**src/ltr_regs.vh**
```
`ifndef LTR_REGS_VH
`define LTR_REGS_VH

// ----------------------------------------------------------------
// Sizes
// ----------------------------------------------------------------
`define LTR_NMOD 4
`define LTR_NFE 3
`define LTR_PER_W 16

// ----------------------------------------------------------------
// Register byte offsets
// ----------------------------------------------------------------
`define LTR_OFS_FE_SEL0 8'h00
`define LTR_OFS_FE_SEL1 8'h04
`define LTR_OFS_FE_SEL2 8'h08
`define LTR_OFS_SAMP_EN 8'h0c
`define LTR_OFS_GLB_EN 8'h10
`define LTR_OFS_PERIOD 8'h14
`define LTR_OFS_STATUS 8'h18

// ----------------------------------------------------------------
// Front-end trigger select fields
// ----------------------------------------------------------------
`define LTR_SEL_W 9
`define LTR_SEL_SRC_LSB 0
`define LTR_SEL_SRC_MSB 1
`define LTR_SEL_MOD_LSB 2
`define LTR_SEL_MOD_MSB 3
`define LTR_SEL_RAMP_EN 4
`define LTR_SEL_DITH_EN 5
`define LTR_SEL_FLT_LSB 6
`define LTR_SEL_FLT_MSB 7
`define LTR_SEL_GAIN_EN 8

// Source codes
`define LTR_SRC_OFF 2'h0
`define LTR_SRC_EDGE_A 2'h1
`define LTR_SRC_EDGE_B 2'h2
`define LTR_SRC_FRAME 2'h3

// ----------------------------------------------------------------
// Global enable fields and reset values
// ----------------------------------------------------------------
`define LTR_GLB_MOD_LSB 0
`define LTR_GLB_FE_LSB 4
`define LTR_GLB_W 7

`define LTR_RST_SEL 9'h000
`define LTR_RST_SAMP 12'h000
`define LTR_RST_GLB 7'h00
`define LTR_RST_PER 16'h0000

`endif

```
**src/ltr_fe_mux.v**
```verilog
`default_nettype none

// One front-end trigger select: picks a modulator event and
// fans it out to ramp, dither and sync-rectifier ramp; gain step follows a filter threshold.
module ltr_fe_mux (
    input wire hclk,
    input wire hresetn,
    input wire [8:0] sel_cfg,
    input wire [3:0] rise_a,
    input wire [3:0] rise_b,
    input wire [3:0] frame,
    input wire [2:0] nl_step,
    output reg ramp_trig_q,
    output reg dither_trig_q,
    output reg sr_ramp_trig_q,
    output reg gain_step_q
);

`include "ltr_regs.vh"

    reg trig_d;
    wire [1:0] src = sel_cfg[`LTR_SEL_SRC_MSB:`LTR_SEL_SRC_LSB];
    wire [1:0] mod_idx = sel_cfg[`LTR_SEL_MOD_MSB:`LTR_SEL_MOD_LSB];
    wire [1:0] flt_idx = sel_cfg[`LTR_SEL_FLT_MSB:`LTR_SEL_FLT_LSB];
    wire flt_hit = (flt_idx == 2'h3) ? 1'b0 : nl_step[flt_idx];

    // Source selection
    always @* begin
        case (src)
            `LTR_SRC_EDGE_A: trig_d = rise_a[mod_idx];
            `LTR_SRC_EDGE_B: trig_d = rise_b[mod_idx];
            `LTR_SRC_FRAME: trig_d = frame[mod_idx];
            default: trig_d = 1'b0;
        endcase
    end

    // Registered trigger outputs
    always @(posedge hclk or negedge hresetn) begin
        if (!hresetn) begin
            ramp_trig_q <= 1'b0;
            dither_trig_q <= 1'b0;
            sr_ramp_trig_q <= 1'b0;
            gain_step_q <= 1'b0;
        end else begin
            ramp_trig_q <= trig_d & sel_cfg[`LTR_SEL_RAMP_EN];
            dither_trig_q <= trig_d & sel_cfg[`LTR_SEL_DITH_EN];
            sr_ramp_trig_q <= trig_d;
            gain_step_q <= flt_hit & sel_cfg[`LTR_SEL_GAIN_EN];
        end
    end

endmodule // ltr_fe_mux

`default_nettype wire

```
**src/ltr_router.v**
```verilog
// Added by the designer: the address map and the AHB-Lite register port.
`default_nettype none

// Contract
// - Mux picks trigger for DAC ramp, dither
// - Same trigger drives sync-rectifier ramp module
// - Frame sync pulses at period start
// - Frame sync every period while running
// - Edge source fires only on real rise
// - Edges taken after fault stage
// - Held-low faulted output gives no trigger
// - Output mux, edge generator have no effect
// - Filter nonlinear thresholds drive gain steps
// - One enable bit per front-end/modulator pair
// - Sample enables cleared after reset
// - Any-to-any, many-to-one, one-to-many routing
// - Both A and B triggers, oversampling carried
// - Enabled pairs forward triggers automatically
// - One global enable register for all
// - Shared period register for all modulators
// - Run needs global and local enable
// - New period applies at period end
module ltr_router (
    input wire hclk,
    input wire hresetn,
    // AHB-Lite slave
    input wire hsel,
    input wire [7:0] haddr,
    input wire [1:0] htrans,
    input wire hwrite,
    input wire [2:0] hsize,
    input wire [31:0] hwdata,
    input wire hready,
    output reg [31:0] hrdata,
    output wire hreadyout,
    output wire hresp,
    // Modulator side
    input wire [3:0] faulted_output_a,
    input wire [3:0] faulted_output_b,
    input wire [3:0] frame_sync,
    input wire [3:0] samp_trig_a,
    input wire [3:0] samp_trig_b,
    input wire [3:0] mod_local_en,
    input wire [3:0] mod_period_end,
    input wire [2:0] filter_nl_step,
    output reg [3:0] mod_run_q,
    output reg [63:0] mod_period_q,
    // Front-end side
    input wire [2:0] fe_local_en,
    output reg [2:0] fe_run_q,
    output wire [2:0] fe_ramp_trig,
    output wire [2:0] fe_dither_trig,
    output wire [2:0] sr_ramp_trig,
    output wire [2:0] fe_gain_step,
    output reg [2:0] fe_sample_trig_q
);

`include "ltr_regs.vh"

    // ----------------------------------------------------------------
    // Helpers
    // ----------------------------------------------------------------

    // OR of all enabled modulator sample triggers for one front end
    function samp_or;
        input [3:0] en;
        input [3:0] ta;
        input [3:0] tb;
        begin
            samp_or = |(en & (ta | tb));
        end
    endfunction

    // Word-aligned offset match
    function ofs_is;
        input [7:0] a;
        input [7:0] ofs;
        begin
            ofs_is = (a[7:2] == ofs[7:2]);
        end
    endfunction

    // Writable bits of the word at one offset
    function [31:0] wr_mask;
        input [7:0] a;
        begin
            if (ofs_is(a, `LTR_OFS_FE_SEL0) | ofs_is(a, `LTR_OFS_FE_SEL1) | ofs_is(a, `LTR_OFS_FE_SEL2)) begin
                wr_mask = 32'h000001ff;
            end else if (ofs_is(a, `LTR_OFS_SAMP_EN)) begin
                wr_mask = 32'h00000fff;
            end else if (ofs_is(a, `LTR_OFS_GLB_EN)) begin
                wr_mask = 32'h0000007f;
            end else if (ofs_is(a, `LTR_OFS_PERIOD)) begin
                wr_mask = 32'h0000ffff;
            end else begin
                wr_mask = 32'h00000000;
            end
        end
    endfunction

    // Rising edge of a post-fault output on a running modulator
    function [3:0] rise_of;
        input [3:0] lvl;
        input [3:0] prev;
        input [3:0] run;
        begin
            rise_of = lvl & ~prev & run;
        end
    endfunction

    // ----------------------------------------------------------------
    // Register state
    // ----------------------------------------------------------------
    reg [8:0] fe_sel_q [0:2];
    reg [11:0] samp_en_q;
    reg [6:0] glb_en_q;
    reg [15:0] period_q;

    reg wr_pend_q;
    reg [7:0] wr_addr_q;

    wire addr_ok = hsel & hready & htrans[1];
    wire wr_take = addr_ok & hwrite;
    wire rd_take = addr_ok & ~hwrite;

    assign hreadyout = 1'b1;
    assign hresp = 1'b0;

    // ----------------------------------------------------------------
    // AHB address phase capture
    // ----------------------------------------------------------------

    // Write address held into the data phase
    always @(posedge hclk or negedge hresetn) begin
        if (!hresetn) begin
            wr_pend_q <= 1'b0;
            wr_addr_q <= 8'h00;
        end else begin
            wr_pend_q <= wr_take;
            if (wr_take) begin
                wr_addr_q <= haddr;
            end
        end
    end

    // Register writes in the data phase; unmapped writes ignored
    always @(posedge hclk or negedge hresetn) begin
        if (!hresetn) begin
            fe_sel_q[0] <= `LTR_RST_SEL;
            fe_sel_q[1] <= `LTR_RST_SEL;
            fe_sel_q[2] <= `LTR_RST_SEL;
            samp_en_q <= `LTR_RST_SAMP;
            glb_en_q <= `LTR_RST_GLB;
            period_q <= `LTR_RST_PER;
        end else if (wr_pend_q) begin
            if (ofs_is(wr_addr_q, `LTR_OFS_FE_SEL0)) begin
                fe_sel_q[0] <= hwdata[8:0];
            end
            if (ofs_is(wr_addr_q, `LTR_OFS_FE_SEL1)) begin
                fe_sel_q[1] <= hwdata[8:0];
            end
            if (ofs_is(wr_addr_q, `LTR_OFS_FE_SEL2)) begin
                fe_sel_q[2] <= hwdata[8:0];
            end
            if (ofs_is(wr_addr_q, `LTR_OFS_SAMP_EN)) begin
                samp_en_q <= hwdata[11:0];
            end
            if (ofs_is(wr_addr_q, `LTR_OFS_GLB_EN)) begin
                glb_en_q <= hwdata[6:0];
            end
            if (ofs_is(wr_addr_q, `LTR_OFS_PERIOD)) begin
                period_q <= hwdata[15:0];
            end
        end
    end

    // ----------------------------------------------------------------
    // AHB read path
    // ----------------------------------------------------------------
    reg [31:0] rd_word;
    wire rd_fwd = wr_pend_q & ofs_is(wr_addr_q, haddr);
    wire [31:0] rd_mask = wr_mask(haddr);

    // Word currently held at the addressed offset
    always @* begin
        rd_word = 32'h00000000;
        if (ofs_is(haddr, `LTR_OFS_FE_SEL0)) begin
            rd_word = {23'h000000, fe_sel_q[0]};
        end else if (ofs_is(haddr, `LTR_OFS_FE_SEL1)) begin
            rd_word = {23'h000000, fe_sel_q[1]};
        end else if (ofs_is(haddr, `LTR_OFS_FE_SEL2)) begin
            rd_word = {23'h000000, fe_sel_q[2]};
        end else if (ofs_is(haddr, `LTR_OFS_SAMP_EN)) begin
            rd_word = {20'h00000, samp_en_q};
        end else if (ofs_is(haddr, `LTR_OFS_GLB_EN)) begin
            rd_word = {25'h0000000, glb_en_q};
        end else if (ofs_is(haddr, `LTR_OFS_PERIOD)) begin
            rd_word = {16'h0000, period_q};
        end else if (ofs_is(haddr, `LTR_OFS_STATUS)) begin
            rd_word = {25'h0000000, fe_run_q, mod_run_q};
        end
    end

    // Read data registered at the address phase edge; a write whose
    // data phase ends on that edge is merged in, so the read sees it
    always @(posedge hclk or negedge hresetn) begin
        if (!hresetn) begin
            hrdata <= 32'h00000000;
        end else if (rd_take) begin
            if (rd_fwd) begin
                hrdata <= (rd_word & ~rd_mask) | (hwdata & rd_mask);
            end else begin
                hrdata <= rd_word;
            end
        end
    end

    // ----------------------------------------------------------------
    // Run enables and shared period
    // ----------------------------------------------------------------

    // Global AND local enable, one flop per module
    always @(posedge hclk or negedge hresetn) begin
        if (!hresetn) begin
            mod_run_q <= 4'h0;
            fe_run_q <= 3'h0;
        end else begin
            mod_run_q <= glb_en_q[3:0] & mod_local_en;
            fe_run_q <= glb_en_q[6:4] & fe_local_en;
        end
    end

    // Per-modulator period copy, loaded at that modulator's period end
    integer m;
    always @(posedge hclk or negedge hresetn) begin
        if (!hresetn) begin
            mod_period_q <= 64'h0000000000000000;
        end else begin
            for (m = 0; m < 4; m = m + 1) begin
                if (mod_period_end[m]) begin
                    mod_period_q[m*16 +: 16] <= period_q;
                end
            end
        end
    end

    // ----------------------------------------------------------------
    // Edge and frame trigger sources
    // ----------------------------------------------------------------
    reg [3:0] out_a_q;
    reg [3:0] out_b_q;

    // Previous level of the post-fault outputs
    always @(posedge hclk or negedge hresetn) begin
        if (!hresetn) begin
            out_a_q <= 4'h0;
            out_b_q <= 4'h0;
        end else begin
            out_a_q <= faulted_output_a;
            out_b_q <= faulted_output_b;
        end
    end

    // A held-low output never rises, so it never triggers
    wire [3:0] rise_a = rise_of(faulted_output_a, out_a_q, mod_run_q);
    wire [3:0] rise_b = rise_of(faulted_output_b, out_b_q, mod_run_q);
    // Frame sync passes for every period of a running modulator
    wire [3:0] frame_ok = frame_sync & mod_run_q;

    // ----------------------------------------------------------------
    // Front-end trigger selects and sample routing
    // ----------------------------------------------------------------
    genvar f;
    generate
        for (f = 0; f < 3; f = f + 1) begin : g_fe
            ltr_fe_mux u_mux (
                .hclk(hclk),
                .hresetn(hresetn),
                .sel_cfg(fe_sel_q[f]),
                .rise_a(rise_a),
                .rise_b(rise_b),
                .frame(frame_ok),
                .nl_step(filter_nl_step),
                .ramp_trig_q(fe_ramp_trig[f]),
                .dither_trig_q(fe_dither_trig[f]),
                .sr_ramp_trig_q(sr_ramp_trig[f]),
                .gain_step_q(fe_gain_step[f])
            );
        end
    endgenerate

    // Sample triggers: matrix column per front end, ORed
    integer k;
    always @(posedge hclk or negedge hresetn) begin
        if (!hresetn) begin
            fe_sample_trig_q <= 3'h0;
        end else begin
            for (k = 0; k < 3; k = k + 1) begin
                fe_sample_trig_q[k] <= samp_or(samp_en_q[k*4 +: 4], samp_trig_a, samp_trig_b);
            end
        end
    end

endmodule // ltr_router

`default_nettype wire

```
**config.mk**
```make
export PLATFORM = sky130hd
export DESIGN_NAME = ltr_router
export DESIGN_NICKNAME = d
export VERILOG_FILES = /design/src/ltr_fe_mux.v /design/src/ltr_router.v
export VERILOG_INCLUDE_DIRS = /design/src
export SDC_FILE = /design/constraint.sdc
export NUM_CORES = 1
export LEC_CHECK = 0
export BUFFER_PORTS_ARGS = -buffer_cell sky130_fd_sc_hd__buf_2
export CORE_MARGIN = 4
export CORE_UTILIZATION = 55
export DETAILED_ROUTE_END_ITERATION = 8
export PLACE_DENSITY_LB_ADDON = 0.12
export SYNTH_ARGS = -nofsm -noshare
export SYNTH_HDL_FRONTEND = slang
export SYNTH_HIERARCHICAL = 1
export SYNTH_SLANG_ARGS = --single-unit
```
**constraint.sdc**
```tcl
create_clock -name hclk -period 4.28 [get_ports hclk]
set_clock_uncertainty 0.1 [all_clocks]
set_input_delay 0.214 -clock hclk [delete_from_list [all_inputs] [get_ports hclk]]
set_output_delay 0.214 -clock hclk [all_outputs]
set_load 0.05 [all_outputs]
```
; Yosys cells after proc, flatten, opt, wreduce, memory -nomap -nowiden
; Index checks and enable logic that the tools add are counted.
; W data, S select, Z words.
[totals]
regBits = 197
input_bits = 84
out_inout_bits = 120
word_cells = 147
[op_classes]
magnitude_cmp = 6
n_eq_ne = 24
mux = 42
bitwise = 34
n_reduce_logical = 11
[ops]
columns = cell, count
row1 = $mux W16, 10
row2 = $and A32 B32 Y32, 2
row3 = $and A4 B4 Y4, 9
row4 = $mux W32, 1
row5 = $not A32 Y32, 1
row6 = $or A32 B32 Y32, 1
row7 = $eq A6 B3 Y1 const B, 5
row8 = $bmux W1 S2, 12
row9 = $eq A6 B2 Y1 const B, 4
row10 = $eq A2 B2 Y1 const B, 9
row11 = $lt A2 B3 Y1 const B, 6
row12 = $mux W1, 15
row13 = $and A1 B1 Y1, 14
row14 = $eq A6 B1 Y1 const B, 2
row15 = $logic_not A6 Y1, 2
row16 = $reduce_and A2 Y1, 6
row17 = $reduce_or A4 Y1, 3
row18 = $pmux W1 S3, 3
row19 = $not A4 Y4, 2
row20 = $mux W7, 1
row21 = $eq A2 B1 Y1 const B, 3
row22 = $eq A6 B6 Y1, 1
row23 = $or A4 B4 Y4, 1
row24 = $and A3 B3 Y3, 1
row25 = other kinds (2), 3

; Logic depth before layout (Yosys ltp)
[logic_depth]
word_depth = 11
depth_mapped = 8
depth_no_buf = 6

; By module
; The synthesis kept the hierarchy.
[by_module_without_submodules]
columns = mod, instances, cells_per_inst, area_each_um2, seq_area_each_um2
row1 = ltr_router, 1, 557, 7203.2, 4179.0
row2 = ltr_fe_mux, 3, 26, 290.3, 100.1

; Worst setup path before layout
; OpenSTA, ideal clock, no wires.
[synth_path]
kind = register to register
from = register wr_addr_q[2]
to = register hrdata[10]
setup_ns = 0.127
arrival_ns = 1.727
required_ns = 4.053
path_slack_ns = 2.326
stages_incl_launch_ff = 9
n_path_buf = 2
period_less_slack_ns = 1.954
path_cell_list = dfrtp_1 buf_2 xnor2_1 nand4_1 nor4_4 and3_1 buf_2 mux2i_1 o21ai_0
[synth_via]
elab_chain_cells = 3
[synth_rtl]
columns = item, line
row1 = from (decl), ltr_router.v:120  ; reg [7:0] wr_addr_q;
row2 = from (signal assigned), ltr_router.v:141  ; wr_addr_q <= haddr;
row3 = $eq A6 B6 Y1, ltr_router.v:79  ; ofs_is = (a[7:2] == ofs[7:2]);
row4 = $and A1 B1 Y1, ltr_router.v:181  ; wire rd_fwd = wr_pend_q & ofs_is(wr_addr_q, haddr);
row5 = $mux W32, ltr_router.v:210  ; if (rd_fwd) begin
row6 = to (signal assigned), ltr_router.v:211  ; hrdata <= (rd_word & ~rd_mask) | (hwdata & rd_mask);
row7 = to (signal assigned), ltr_router.v:213  ; hrdata <= rd_word;
row8 = to (decl), ltr_router.v:34  ; output reg [31:0] hrdata,
; Every way passes these cells.
; A chain may end at the register's enable or synchronous reset.

; Worst setup path in the final report
[layout_path]
from = register wr_addr_q[5]
to = register period_q[10]
[layout_via]
elab_chain_cells = 2
[layout_rtl]
columns = item, line
row1 = $eq A6 B3 Y1, ltr_router.v:79
row2 = $reduce_and A2 Y1 (no line), --
row3 = to (signal assigned), ltr_router.v:154  ; period_q <= `LTR_RST_PER;
row4 = to (signal assigned), ltr_router.v:172  ; period_q <= hwdata[15:0];
row5 = to (decl), ltr_router.v:117  ; reg [15:0] period_q;
; Every way passes these cells.

==> impl_metrics.env <==
export IMPL_start_util_pct=55.8
export IMPL_yosysUniqueCellTypes=51
export IMPL_dp_cells=953
export IMPL_max_stage_delay_ps=870
export IMPL_post_cts_resized=0
export IMPL_synth_common_cells="dfrtp_1 (179), mux2_2 (129), o21ai_0 (41), nand2_1 (40), mux2i_1 (28)"
export IMPL_ioPinCount=204
export IMPL_fmax_mhz=398
export IMPL_postLayoutCellArea_sq_um=9860
export IMPL_via_per_inst=5.71
export IMPL_arrival_ps=2720
export IMPL_wl_per_cell_microns=19.6
export IMPL_post_route_drc_count=0
export IMPL_instances_no_fill=1019
export IMPL_critPathKind="flop to flop"
export IMPL_place_congestion=0.894
export IMPL_detail_route_wirelength_microns=19900
export IMPL_drv_slew=0
export IMPL_cp_end_kind="flop"
export IMPL_core_sq_um=14500
export IMPL_antenna_found_initial=0
export IMPL_grt_pass1_vias=6048
export IMPL_drtAntennaViolNets=0
export IMPL_grt_usage_pct=24.8
export IMPL_cp_slowest_cell="nand4b_1"
export IMPL_sw_frac_of_total_pct=33.8
export IMPL_syn_area_per_cell_sq_um=12.7
export IMPL_initialDrtViolationCount=347
export IMPL_synth_ff_type="dfrtp_1"
export IMPL_die_h_microns=129
export IMPL_maxCapViolCount=0
export IMPL_combinationalPowerShare_pct=21.8
export IMPL_grt_pass1_wl_microns=31900
export IMPL_p_leak_nw=4.57
export IMPL_vias=5818
export IMPL_die_w_microns=129
export IMPL_power_switching_mw=1.56
export IMPL_start_kind="flop"
export IMPL_grt_max_degree=116
export IMPL_min_period_over_period_pct=58.7
export IMPL_synth_seq_cells=179
export IMPL_syn_to_final_growth_pct=22.1
export IMPL_outcome="finished clean"
export IMPL_io_buffers=163
export IMPL_path_clk_slew_ps=70
export IMPL_n_antenna_cell=0
export IMPL_async_flop_share_pct=100
export IMPL_cts_tree="done"
export IMPL_synthDominantCellAreaShare_pct=55.5
export IMPL_power_internal_mw=3.06
export IMPL_critPathRequiredTime_ps=4490
export IMPL_synth_area_leaders="dfrtp_1 (55%), mux2_2 (18%), mux2i_1 (3.5%)"
export IMPL_synth_edf_count=0
export IMPL_cts_root_buf="clkbuf_16"
export IMPL_yosysMostFrequentCell="dfrtp_1"
export IMPL_seqPwrFrac_pct=44.8
export IMPL_numCtsBuffers=17
export IMPL_fin_setup_tns_ps=0
export IMPL_cts_sinks=179
export IMPL_holdBufCountCts=34
export IMPL_powerDensity_nw_per_um2=469
export IMPL_cp_max_fo=16
export IMPL_hold_path_class="input pin to flop"
export IMPL_postSynthCellCount=635
export IMPL_worstPathCellList="nor4b_2 -> nand4b_1 -> mux2_2"
export IMPL_rsz0062_at_grt="false"
export IMPL_ys_warn_count=6
export IMPL_min_period_ps=2510
export IMPL_nets=906
export IMPL_yosys_area_top_type="dfrtp_1"
export IMPL_dpl_hpwl_microns=14000
export IMPL_drt_pass1_iterations=5
export IMPL_nFillCells=1048
export IMPL_gr_total_overflow=0
export IMPL_h_tree_depth=4
export IMPL_clkPwrFrac_pct=33.3
export IMPL_drive_above_1_share_pct=42.3
export IMPL_synth_seq_area_share_pct=55.5
export IMPL_cts_buffer_depth=2
export IMPL_rows=44
export IMPL_ir_drop_mv=0.353
export IMPL_clk_latency_ps=430
export IMPL_cts_setup_buffers=0
export IMPL_synth_area_sq_um=8070
export IMPL_setup_viol=0
export IMPL_max_slew_margin_rel_pct=29.2
export IMPL_tightest_slew_ps=1060
export IMPL_hold_violations=0
export IMPL_place_area_sq_um=8930
export IMPL_die_area_sq_um=16700
[flip-flops by register name (all words and copies together) (netlist names), 4 cells and up]
| name | count |
|---|---|
| fe_sel_q | 27 |
| glb_en_q | 7 |
| hrdata | 16 |
| mod_period_q | 64 |
| mod_run_q | 4 |
| out_a_q | 4 |
| out_b_q | 4 |
| period_q | 16 |
| samp_en_q | 12 |
| wr_addr_q | 6 |
[layer usage]
layer  up-vias  track usage [%]  wire length, microns
li1       2648                -                     -
met1      2902             33.9                  8640
met2       240             37.8                  9180
met3        28             7.87                  1710
met4         0             8.46                   396
met5         -                0                     0
[cells in the final DEF (no fill, tap or decap), drive strengths merged, types with 6 or more instances in the layout]
cell type,count
dfrtp,179
buf,166
mux2,132
o21ai,41
nand2,40
dlygate4sd3,34
mux2i,28
nor2,24
conb,18
and2,17
clkbuf,17
a21oi,13
nor3,11
nor2b,9
a31oi,9
inv,9
and3b,8
o22ai,8
nor4b,7
nand4,6
nand3,6
a22o,6
[final timing paths]
path / slack (ps) / depth (start not counted) / start / endpoint
worst min register to register: 370 / 2 / hrdata[11]$_DFFE_PN0P_ / hrdata[11]$_DFFE_PN0P_
min in group asynchronous: 400 / 2 / hresetn / g_fe[2].u_mux/sr_ramp_trig_q$_DFF_PN0_
worst max-delay path: 1770 / 3 / wr_addr_q[5]$_DFFE_PN0P_ / period_q[10]$_DFFE_PN0P_
worst max register to register: 1770 / 3 / wr_addr_q[5]$_DFFE_PN0P_ / period_q[10]$_DFFE_PN0P_
worst min-delay path: 30 / 3 / samp_trig_b[1] / fe_sample_trig_q[2]$_DFF_PN0_
max in group asynchronous: 2560 / 3 / hresetn / mod_period_q[59]$_DFFE_PN0P_
[final cells by class]
type                       instances  area (sq um)  share of cell area, %
timing repair buffer             200          1180                   12.0
inverter                           2          7.51                 0.0761
multi-input combinational        422          3370                   34.2
sequential                       179          4480                   45.4
tap                              184           230                   2.33
clock inverter                    15           165                   1.67
clock buffer                      17           425                   4.31
[per-stage QoR]
step                      utilization [%]  setup slack [ps]  power, mW  hold slack [ps]
after floorplan                         -              2330       2.82             -182
after global placement               61.7              1620       3.06              231
after detailed placement             61.7              1600       3.09              235
after CTS                            68.1              1740       4.66             3.74
after global routing                 68.1              1580       4.83             32.8
final                                68.1              1770       4.63             25.0
[worst max-delay path, delay by kind of cell, from the launching register on]
family | cells | cell delay, ps
muxes | 1 | 590
DFF | 1 | 420
and+or+nand+nor | 2 | 1280
[power by group through the flow]
stage | clock (mW) | combinational (mW) | sequential, mW
2_1_floorplan | 0 | 0.437 | 2.38
3_3_place_gp | 0 | 0.969 | 2.09
3_5_place_dp | 0 | 0.988 | 2.10
4_1_cts | 1.58 | 1.02 | 2.07
5_1_grt | 1.65 | 1.08 | 2.10
6_report | 1.54 | 1.01 | 2.07
[cells by family (layout without fill, tap and decap cells)]
logic type	after synthesis	after routing	share of synthesized area, %
and+or+nand+nor	141	141	9.76
muxes	161	161	22.3
buffers and inverters	50	234	3.61
xor gates and xnor gates	6	6	0.651
other	2	18	0.0930
DFF	179	179	55.5
AOI/OAI and AO/OA	96	96	8.10
Power figures use the tool's default switching activity.
